--- config.mk ---
export PLATFORM = sky130hd
export DESIGN_NAME = cpw_top
export DESIGN_NICKNAME = d
export VERILOG_FILES = /design/src/verilog/cpw_pkg.sv /design/src/verilog/cpw_top.sv /design/src/verilog/cpw_dead_time.sv
export VERILOG_INCLUDE_DIRS = /design/src /design/src/verilog
export SDC_FILE = /design/constraint.sdc
export NUM_CORES = 1
export LEC_CHECK = 0
export BUFFER_PORTS_ARGS = -buffer_cell sky130_fd_sc_hd__buf_4
export CORE_UTILIZATION = 48
export DETAILED_ROUTE_END_ITERATION = 16
export GPL_TIMING_DRIVEN = 0
export HOLD_SLACK_MARGIN = 0.15
export PLACE_DENSITY = 0.66
export SLEW_MARGIN = 20
export SYNTH_ARGS = -nofsm -noshare
export SYNTH_HDL_FRONTEND = slang
export SYNTH_SLANG_ARGS = --single-unit
--- constraint.sdc ---
create_clock -name clk -period 8.1 [get_ports clk]
set_input_delay 0 -clock clk [delete_from_list [all_inputs] [get_ports clk]]
set_output_delay 0 -clock clk [all_outputs]
set_load 0.01 [all_outputs]
--- src/verilog/cpw_regs.svh ---
// Register offsets, field positions and reset values of the complementary PWM block
`ifndef CPW_REGS_SVH
`define CPW_REGS_SVH
`define CPW_ADDR_W 8
`define CPW_OFF_DUTY_BUF 8'h00
`define CPW_OFF_CYCLE 8'h04
`define CPW_OFF_HALF 8'h08
`define CPW_OFF_DEAD 8'h0C
`define CPW_OFF_CTRL 8'h10
`define CPW_OFF_STATUS 8'h14
`define CPW_OFF_TEMP 8'h18
`define CPW_OFF_CMP 8'h1C
`define CPW_CTRL_RUN 0
`define CPW_CTRL_MODE3 1
`define CPW_ST_UP 0
`define CPW_ST_POS 1
`define CPW_ST_NEG 2
`define CPW_ST_OFFSEEN 3
`define CPW_ST_CNT_LSB 16
`define CPW_RST_CYCLE 16'h0100
`define CPW_RST_HALF 16'h0080
`define CPW_RST_DEAD 16'h0008
`define CPW_RST_DUTY 16'h0100
`define CPW_CNT_ZERO 16'h0000
`define CPW_CNT_ONE 16'h0001
`endif

--- src/verilog/cpw_pkg.sv ---
// Types shared by the complementary PWM block
package cpw_pkg;
  typedef enum logic {CPW_MODE2, CPW_MODE3} cpw_mode_type;
  typedef enum logic [1:0] {CPW_DT_IDLE, CPW_DT_WAIT} cpw_dt_state_type;
endpackage

--- src/verilog/cpw_top.sv ---
// Complementary PWM phase generator with three-stage duty path and register port
//
// The address map and the address-and-strobe port were left to the implementer.
`timescale 1ns/1ps
`default_nettype none
`include "cpw_regs.svh"
module cpw_top #(
  parameter int CW = 16,
  parameter int TICK_DIV = 1
) (
  input wire logic clk,
  input wire logic reset,
  input wire logic [`CPW_ADDR_W-1:0] reg_addr,
  input wire logic [31:0] reg_wdata,
  input wire logic reg_wr,
  input wire logic reg_rd,
  output logic [31:0] reg_rdata,
  output logic pos_phase,
  output logic neg_phase
);
  // Software-visible registers
  logic [CW-1:0] duty_buffer_reg_r, duty_buffer_reg_nxt;
  logic [CW-1:0] carrier_cycle_reg_r, carrier_cycle_reg_nxt;
  logic [CW-1:0] half_period_value_r, half_period_value_nxt;
  logic [CW-1:0] dead_time_value_r, dead_time_value_nxt;
  logic run_r, run_nxt;
  cpw_pkg::cpw_mode_type mode_r, mode_nxt;
  logic [31:0] rdata_r, rdata_nxt;
  // Duty path and counter
  logic [CW-1:0] duty_temp_reg_r, duty_temp_reg_nxt;
  logic [CW-1:0] duty_compare_reg_r, duty_compare_reg_nxt;
  logic buf_pend_r, buf_pend_nxt;
  logic [CW-1:0] cnt_r, cnt_nxt;
  logic up_r, up_nxt;
  logic [15:0] div_r, div_nxt;
  logic tick;
  // Phase state
  logic pos_raw_r, pos_raw_nxt;
  logic off_seen_r, off_seen_nxt;
  logic crest, trough, on_match, off_match, cmp_hit, tmp_match;
  logic dt_pos, dt_neg;

  // Field extraction shared by several register writes
  function automatic logic [CW-1:0] low_field(input logic [31:0] d);
    low_field = d[CW-1:0];
  endfunction

  // Register writes and read data; read data stands only in the following cycle
  always_comb
  begin
    duty_buffer_reg_nxt = duty_buffer_reg_r;
    carrier_cycle_reg_nxt = carrier_cycle_reg_r;
    half_period_value_nxt = half_period_value_r;
    dead_time_value_nxt = dead_time_value_r;
    run_nxt = run_r;
    mode_nxt = mode_r;
    rdata_nxt = 32'h0000_0000;
    if (reg_wr)
    begin
      case (reg_addr)
        `CPW_OFF_DUTY_BUF: duty_buffer_reg_nxt = low_field(reg_wdata);
        `CPW_OFF_CYCLE: carrier_cycle_reg_nxt = low_field(reg_wdata);
        `CPW_OFF_HALF: half_period_value_nxt = low_field(reg_wdata);
        `CPW_OFF_DEAD: dead_time_value_nxt = low_field(reg_wdata);
        `CPW_OFF_CTRL:
        begin
          run_nxt = reg_wdata[`CPW_CTRL_RUN];
          mode_nxt = reg_wdata[`CPW_CTRL_MODE3] ? cpw_pkg::CPW_MODE3 : cpw_pkg::CPW_MODE2;
        end
        default: ;
      endcase
    end
    if (reg_rd)
    begin
      case (reg_addr)
        `CPW_OFF_DUTY_BUF: rdata_nxt[CW-1:0] = duty_buffer_reg_r;
        `CPW_OFF_CYCLE: rdata_nxt[CW-1:0] = carrier_cycle_reg_r;
        `CPW_OFF_HALF: rdata_nxt[CW-1:0] = half_period_value_r;
        `CPW_OFF_DEAD: rdata_nxt[CW-1:0] = dead_time_value_r;
        `CPW_OFF_CTRL:
        begin
          rdata_nxt[`CPW_CTRL_RUN] = run_r;
          rdata_nxt[`CPW_CTRL_MODE3] = (mode_r == cpw_pkg::CPW_MODE3);
        end
        `CPW_OFF_STATUS:
        begin
          rdata_nxt[`CPW_ST_UP] = up_r;
          rdata_nxt[`CPW_ST_POS] = dt_pos;
          rdata_nxt[`CPW_ST_NEG] = dt_neg;
          rdata_nxt[`CPW_ST_OFFSEEN] = off_seen_r;
          rdata_nxt[`CPW_ST_CNT_LSB +: CW] = cnt_r;
        end
        `CPW_OFF_TEMP: rdata_nxt[CW-1:0] = duty_temp_reg_r;
        `CPW_OFF_CMP: rdata_nxt[CW-1:0] = duty_compare_reg_r;
        default: rdata_nxt = 32'h0000_0000; // Unmapped reads return zero
      endcase
    end
  end

  // Register group flip-flops
  always_ff @(posedge clk or posedge reset)
  begin
    if (reset)
    begin
      duty_buffer_reg_r <= `CPW_RST_DUTY;
      carrier_cycle_reg_r <= `CPW_RST_CYCLE;
      half_period_value_r <= `CPW_RST_HALF;
      dead_time_value_r <= `CPW_RST_DEAD;
      run_r <= 1'b0;
      mode_r <= cpw_pkg::CPW_MODE2;
      rdata_r <= 32'h0000_0000;
    end
    else
    begin
      duty_buffer_reg_r <= duty_buffer_reg_nxt;
      carrier_cycle_reg_r <= carrier_cycle_reg_nxt;
      half_period_value_r <= half_period_value_nxt;
      dead_time_value_r <= dead_time_value_nxt;
      run_r <= run_nxt;
      mode_r <= mode_nxt;
      rdata_r <= rdata_nxt;
    end
  end

  // Timer clock enable, triangle counter and duty transfers
  assign tick = run_r && (div_r == 16'(TICK_DIV - 1));
  assign crest = up_r && (cnt_r >= carrier_cycle_reg_r);
  assign trough = !up_r && (cnt_r == `CPW_CNT_ZERO);
  always_comb
  begin
    div_nxt = div_r;
    cnt_nxt = cnt_r;
    up_nxt = up_r;
    duty_temp_reg_nxt = duty_temp_reg_r;
    duty_compare_reg_nxt = duty_compare_reg_r;
    buf_pend_nxt = buf_pend_r || (reg_wr && reg_addr == `CPW_OFF_DUTY_BUF);
    if (run_r)
    begin
      div_nxt = tick ? 16'h0000 : div_r + 16'h0001;
    end
    if (tick)
    begin
      // Buffer moves to temporary on the next timer tick, whenever written
      if (buf_pend_r)
      begin
        duty_temp_reg_nxt = duty_buffer_reg_r;
        buf_pend_nxt = reg_wr && reg_addr == `CPW_OFF_DUTY_BUF;
      end
      // Mode 2 loads compare at crest only; mode 3 at crest and trough
      if (crest || (trough && mode_r == cpw_pkg::CPW_MODE3))
      begin
        duty_compare_reg_nxt = duty_temp_reg_r;
      end
      if (crest)
      begin
        up_nxt = 1'b0;
        cnt_nxt = cnt_r - `CPW_CNT_ONE;
      end
      else if (trough)
      begin
        up_nxt = 1'b1;
        cnt_nxt = cnt_r + `CPW_CNT_ONE;
      end
      else
      begin
        cnt_nxt = up_r ? cnt_r + `CPW_CNT_ONE : cnt_r - `CPW_CNT_ONE;
      end
    end
  end

  // Counter group flip-flops; output starts at the trough
  always_ff @(posedge clk or posedge reset)
  begin
    if (reset)
    begin
      div_r <= 16'h0000;
      cnt_r <= `CPW_CNT_ZERO;
      up_r <= 1'b1;
      duty_temp_reg_r <= `CPW_RST_DUTY;
      duty_compare_reg_r <= `CPW_RST_DUTY;
      buf_pend_r <= 1'b0;
    end
    else
    begin
      div_r <= div_nxt;
      cnt_r <= cnt_nxt;
      up_r <= up_nxt;
      duty_temp_reg_r <= duty_temp_reg_nxt;
      duty_compare_reg_r <= duty_compare_reg_nxt;
      buf_pend_r <= buf_pend_nxt;
    end
  end

  // Match events: a rising match switches on, a falling one off; at the crest both meet
  assign cmp_hit = tick && (cnt_r == duty_compare_reg_r);
  assign on_match = cmp_hit && !crest && (up_r || trough);
  assign off_match = cmp_hit && !crest && !up_r && !trough;
  // Temporary match acts only while the new duty lengthens the off time; the near-full side is not covered
  assign tmp_match = tick && (cnt_r == duty_temp_reg_r) && (duty_temp_reg_r > duty_compare_reg_r);

  // Positive phase decision; the off-seen latch lives until the next trough
  always_comb
  begin
    pos_raw_nxt = pos_raw_r;
    off_seen_nxt = off_seen_r;
    if (tick && trough)
    begin
      off_seen_nxt = 1'b0;
    end
    if (cmp_hit && crest)
    begin
      // On and off meet at the crest, so the cycle value holds a steady 0%
      pos_raw_nxt = pos_raw_r;
    end
    else if (tmp_match)
    begin
      // Off on an already-off phase is a no-op, never a toggle; the set beats the trough clear
      pos_raw_nxt = 1'b0;
      off_seen_nxt = 1'b1;
    end
    else if (off_match)
    begin
      pos_raw_nxt = 1'b0;
    end
    else if (on_match && !off_seen_r)
    begin
      pos_raw_nxt = 1'b1;
    end
    else if (on_match)
    begin
      pos_raw_nxt = 1'b0;
    end
  end

  // Phase group flip-flops
  always_ff @(posedge clk or posedge reset)
  begin
    if (reset)
    begin
      pos_raw_r <= 1'b0;
      off_seen_r <= 1'b0;
    end
    else
    begin
      pos_raw_r <= pos_raw_nxt;
      off_seen_r <= off_seen_nxt;
    end
  end

  // Dead-time stage drives both pins from its own flip-flops
  cpw_dead_time #(
    .CW(CW)
  ) u_dead (
    .clk(clk),
    .reset(reset),
    .tick(tick),
    .pos_raw(pos_raw_r),
    .dead_cnt(dead_time_value_r),
    .pos_out(dt_pos),
    .neg_out(dt_neg)
  );

  assign pos_phase = dt_pos;
  assign neg_phase = dt_neg;
  assign reg_rdata = rdata_r;
endmodule
`default_nettype wire

--- src/verilog/cpw_dead_time.sv ---
// Dead-time inserter producing complementary positive and negative phase outputs
`timescale 1ns/1ps
`default_nettype none
`include "cpw_regs.svh"
module cpw_dead_time #(
  parameter int CW = 16
) (
  input wire logic clk,
  input wire logic reset,
  input wire logic tick,
  input wire logic pos_raw,
  input wire logic [CW-1:0] dead_cnt,
  output logic pos_out,
  output logic neg_out
);
  cpw_pkg::cpw_dt_state_type st_r, st_nxt;
  logic [CW-1:0] cnt_r, cnt_nxt;
  logic tgt_r, tgt_nxt;
  logic pos_r, pos_nxt, neg_r, neg_nxt;

  // Any change of the raw phase blanks both outputs for the dead count first
  always_comb
  begin
    st_nxt = st_r;
    cnt_nxt = cnt_r;
    tgt_nxt = tgt_r;
    pos_nxt = pos_r;
    neg_nxt = neg_r;
    case (st_r)
      cpw_pkg::CPW_DT_IDLE:
      begin
        if (pos_raw != tgt_r)
        begin
          tgt_nxt = pos_raw;
          pos_nxt = 1'b0;
          neg_nxt = 1'b0;
          cnt_nxt = dead_cnt;
          st_nxt = cpw_pkg::CPW_DT_WAIT;
        end
      end
      cpw_pkg::CPW_DT_WAIT:
      begin
        if (pos_raw != tgt_r)
        begin
          // A reversal inside the gap restarts it rather than shortening it
          tgt_nxt = pos_raw;
          cnt_nxt = dead_cnt;
        end
        else if (cnt_r == `CPW_CNT_ZERO)
        begin
          pos_nxt = tgt_r;
          neg_nxt = ~tgt_r;
          st_nxt = cpw_pkg::CPW_DT_IDLE;
        end
        else if (tick)
        begin
          cnt_nxt = cnt_r - `CPW_CNT_ONE;
        end
      end
      default:
      begin
        st_nxt = cpw_pkg::CPW_DT_IDLE;
      end
    endcase
  end

  // State registers; after reset positive is off and negative on
  always_ff @(posedge clk or posedge reset)
  begin
    if (reset)
    begin
      st_r <= cpw_pkg::CPW_DT_IDLE;
      cnt_r <= '0;
      tgt_r <= 1'b0;
      pos_r <= 1'b0;
      neg_r <= 1'b1;
    end
    else
    begin
      st_r <= st_nxt;
      cnt_r <= cnt_nxt;
      tgt_r <= tgt_nxt;
      pos_r <= pos_nxt;
      neg_r <= neg_nxt;
    end
  end

  assign pos_out = pos_r;
  assign neg_out = neg_r;
endmodule
`default_nettype wire

# Word level (Yosys, flattened, before mapping)
# Index checks and enable logic that the tools add are counted.
# Widths: inputs -> output; s select.
# classes
add_sub_neg	4
n_lt_le_gt_ge	2
n_eq_ne	16
mux	37
bitwise	2
reduce_logical	44
# op_table
cell	n
$mux 16	9
$pmux 12 s6	1
$logic_not 16->1	3
$add 16x1->16 const B	2
$eq 16x16->1	2
$eq 8x5->1 const B	4
$mux 32	1
$pmux 16 s2	1
$sub 16x1->16 const B	2
$reduce_and 2->1	10
$mux 1	17
$eq 8x4->1 const B	2
$ge 16x16->1	1
$gt 16x16->1	1
$pmux 2 s8	1
$logic_and 1x1->1	15
$pmux 2 s7	1
$eq 8x3->1 const B	1
$logic_not 8->1	1
$reduce_and 4->1	2
$mux 2	3
$ne 3x2->1 const B	2
$logic_not 1->1	4
$ne 2x1->1 const B	2
other kinds (12)	17
# totals
regBits	187
in_bits	44
out_inout_bits	34

# Logic depth before layout (Yosys ltp)
# depth
depth_word	9
mapped_depth	10
depth_no_buf	8

# Modules after synthesis
# Synthesis repeated with hierarchy kept, for this count alone.
# hier_totals
cells_unflattened	888
hier_area_um2	10148.5
# modules_own_cells
module	instances	cells_each	area_each_um2	seq_area_each_um2
cpw_top	1	735	8690.8	4162.7
cpw_dead_time	1	153	1457.6	501.7

# Worst setup path before layout
# OpenSTA, ideal clock, no wires.
# synth_timing
path_type	reg-to-reg
startpoint	register cnt_r[0]
endpoint	register duty_compare_reg_r[0]
setup_ns	0.125
t_arrival_ns	2.666
required_time_ns	7.975
setup_slack_ns	5.310
stages_incl_launch_ff	10
cell_sequence	dfrtp_1 > inv_1 > ha_1 > nand2b_1 > a2111o_1 > a32o_1 > o21a_1 > a22oi_2 > buf_2 > mux2_2
# synth_via
elab_chain_len	5
elab_cells_between_ends	7
# synth_lines
element	line_no	text
start: declaration	cpw_top.sv:33	logic [CW-1:0] cnt_r, cnt_nxt;
start signal: assignment	cpw_top.sv:177	cnt_r <= `CPW_CNT_ZERO;
start signal: assignment	cpw_top.sv:186	cnt_r <= cnt_nxt;
parallel branches: the longest is 3 deep, another holds $ge 16x16->1	n/a	
$logic_or 1x1->1 *	cpw_top.sv:150	if (crest || (trough && mode_r == cpw_pkg::CPW_MODE3))
$reduce_and 2->1 (no line) *	n/a	
end signal: assignment	cpw_top.sv:180	duty_compare_reg_r <= `CPW_RST_DUTY;
end signal: assignment	cpw_top.sv:189	duty_compare_reg_r <= duty_compare_reg_nxt;
end: declaration	cpw_top.sv:31	logic [CW-1:0] duty_compare_reg_r, duty_compare_reg_nxt;
# Mark *: on every way between the ends.
# A chain may end at the register's enable or synchronous reset.

# Worst setup path in the final report
# layout_timing
startpoint	register cnt_r[0]
endpoint	register duty_compare_reg_r[6]
# The elaborated chain is that of the path after synthesis.

==> summary.txt <==
Detailed routing
  – WL final: 24500 um
  – Via Count: 7238
  – Pre-antenna DRT Iters: 5
  – DRT antenna net count: 0
  – Starting DRT DRC Count: 431
  – # DRC: 0
  – Via-per-instance ratio: 5.68
  – DR WL/cell: 19.2 um

Floorplan
  – FP Rows: 52
  – Core ar.: 20200 sq um
  – Chip Height: 145 um
  – Die ar.: 21100 sq um
  – Boundary Pins: 78
  – Initial core utilization: 48.8%
  – Width of the die: 145 um

Cells and area
  – Final std cells w/o fill: 1274
  – Antenna Cells: 0
  – Nets: 1073
  – Area grow syn2layout: 16.5%
  – Fillers: 1769
  – Final Util: 56.8%
  – Layout cells sized above 1: 23.1%
  – Most frequent cells in the layout: dfrtp_1 (178), mux2_2 (99), nand2_1 (62)
  – Most common cell after layout, fill and taps aside: dfrtp_1

CTS
  – CTS tree: done
  – Clk Tree Root Cell: clkbuf_16
  – Clk sinks: 186
  – Clock Tree Buf Depth: 2
  – Total CTS buffers: 17
  – H-tree lvl count: 4
  – Post-CTS setup buffers: 0
  – Clk pin slew, worst setup/hold paths: 70 ps
  – Worst skew pair latency: 440 ps

STA
  – Final setup skew: 6.72 ps
  – Minimum clock period: 3310 ps
  – Worst Max-Slew Pin Slew: 864 ps
  – Unrepaired setup endpoints after global routing: false
  – Fmax: 302 MHz
  – Final TNS setup: 0 ps
  – Hold slack: 193 ps
  – Max Slew Vio Count: 0
  – Final setup viols: 0
  – Fin crit share: 40.9%
  – Slew margin rel.: 42.4%
  – Setup ws final: 4790 ps
  – Endpoints failing hold: 0

Min path
  – HP Class: in2async

GRT
  – Vias in the first global route: 7097
  – Global-route wire length before repair: 39200 um
  – GRT Util Overall: 24.3%
  – Initial antenna violation count: 1
  – Largest net degree at the start of global routing: 106
  – GR Overflow Total: 0

Setup path
  – Startpoint types: flip-flop
  – R2R depth: 9
  – Worst r2r dst: duty_compare_reg_r[6]
  – Largest delay share family, worst path: compound AO/OA/AOI/OAI gates
  – Crit-path slowest cell: dfrtp_1
  – Critical path launch point: cnt_r[0]
  – Peak fanout along the critical path: 10
  – Worst Path Buf+Inv: 2
  – Setup CP Type: reg2reg
  – Worst EP required: 8420 ps
  – Reg2Reg Setup Slack: 4790 ps
  – Max stage delay on crit path: 510 ps
  – Worst-path cell chain: inv_1 -> ha_1 -> nand2b_1 -> a2111o_1 -> a32o_1 -> o21a_1 -> a22oi_2 -> buf_2 -> mux2_2
  – Crit. End Element: flip-flop
  – Worst r2r src: cnt_r[0]
  – Critical path arrival: 3630 ps

Place
  – Pre-CTS setup slack: 4820 ps
  – Post-DP HPWL: 18100 um
  – Dpl cells: 1220
  – Buffers on Ports: 60
  – RD Place Congestion: 0.899

Run status
  – Status: finished clean

Synth
  – Ys Warns: 0
  – Mapped Area: 9840 sq um
  – Post-synth EDFFs: 0
  – Largest cells by area after synthesis: dfrtp_1 (45%), mux2_2 (11%), ha_1 (4.8%), xnor2_1 (3.4%), mux4_2 (2.5%)
  – Top_reg_cell synth: dfrtp_1
  – Cell variety after synth: 67
  – Asr flop ratio synth: 100%
  – Post-Syn Nets: 971
  – Post-synth top area share: 45.3%
  – Syn Inst Count: 889
  – FF+latch count, synth: 186
  – Leading area contributor after synthesis: dfrtp_1
  – Sequential element share of the synthesized area: 47.4%
  – Syn_area_per_cell: 11.1 sq um

Pwr
  – Lkg Pwr: 0.00539 uW
  – Pwr/cell area: 257 nW/um^2
  – Clock power frac: 28.2%
  – Peak supply drop: 0.160 mV
  – Power Internal: 1890 uW
  – Logic pwr share: 33.1%
  – Net Sw Frac: 36.0%
  – Net switching power figure: 1060 uW
  – Share of power burned in registers: 38.7%

Flow run
  – Max-Cap Viols: 0
-- power groups by stage --
| stage | logic [uW] | clock network [uW] | registers (uW) |
|---|---|---|---|
| 2_1_floorplan | 727 | 0 | 1120 |
| 3_3_place_gp | 948 | 0 | 1150 |
| 3_5_place_dp | 961 | 0 | 1150 |
| 4_1_cts | 974 | 846 | 1140 |
| 5_1_grt | 1080 | 885 | 1160 |
| 6_report | 978 | 832 | 1140 |
-- kinds of logic (layout without fill, tap and decap cells) --
family                   Yosys count  in the layout  synth area share (%)
AND/OR/NAND/NOR                  238            238                  12.8
flip-flops                       186            186                  47.4
AO/OA/AOI/OAI                    137            137                  9.45
multiplexers                     131            131                  16.0
buffers and inverters             97            212                  3.97
XOR/XNOR                          62             62                  5.52
adder cells (fa/ha/maj)           38             38                  4.83
-- through the flow --
step / instance area, sq um / power [uW]
2_1_floorplan: 9840 / 1840
3_3_place_gp: 10600 / 2100
3_5_place_dp: 10700 / 2110
4_1_cts: 11500 / 2960
5_1_grt: 11500 / 3120
6_report: 11500 / 2950
-- cells in the mapped netlist, types with 5 or more instances --
cell type	n
and3_1	7
and2_1	21
xor2_1	24
dfstp_2	8
o21ai_0	28
nor4_1	16
mux4_2	11
a21oi_1	29
nand4_1	18
dfrtp_1	178
clkbuf_1	35
nand2_1	62
a21boi_0	12
buf_2	8
mux2_2	99
o311ai_0	5
nand3_1	17
nor3_1	20
ha_1	38
a22oi_1	21
xnor2_1	38
mux2i_1	21
nor2b_1	5
o22ai_1	6
inv_1	48
nor2_1	38
-- registers in the layout, summed over array words and instances, names as in the netlist, 16 cells and up --
| signal | flops |
|---|---|
| duty_compare_reg_r | 16 |
| div_r | 16 |
| u_dead.cnt_r | 16 |
| duty_temp_reg_r | 16 |
| cnt_r | 16 |
| half_period_value_r | 16 |
| carrier_cycle_reg_r | 16 |
| dead_time_value_r | 16 |
| duty_buffer_reg_r | 16 |
| reg_rdata | 32 |
-- routing by layer --
metal	share of wire, %	global-route usage [%]	wire length [um]
met1	45	31.9	11000
met2	49	40.5	12000
met3	3.8	3.93	923
met4	2.4	9.16	588
met5	0	0	0
-- layout make-up --
type | count | area (sq um) | area share [%]
inverters | 48 | 188 | 1.64
plain buffers | 49 | 210 | 1.83
multi-input cells | 606 | 4780 | 41.7
repair buffers | 83 | 698 | 6.09
clock inverters | 13 | 146 | 1.28
flip-flops and latches | 186 | 4660 | 40.7
well taps | 270 | 338 | 2.95
clock buffers | 19 | 433 | 3.78
-- worst max-delay path by stage --
stage                       endpoint  slack (ps)  cells past startpoint
2_1_floorplan             buf_pend_r        3060                      1
3_3_place_gp           reg_rdata[12]         940                      2
3_5_place_dp   duty_compare_reg_r[6]        4820                      9
4_1_cts        duty_compare_reg_r[6]        4790                      9
5_1_grt        duty_compare_reg_r[0]        4680                      9
6_report       duty_compare_reg_r[6]        4790                      9
-- what timing repair did --
action / CTS / global route
resized for setup: 0 / 0
endpoints found under the hold margin: 154 / 0
hold buffers: 22 / 0
-- tightest hold or removal path, cell delays in order --
cell           delay [ps]
dlygate4sd3_1         540
buf_4                 160
inv_8                 400
Power figures use the tool's default switching activity.
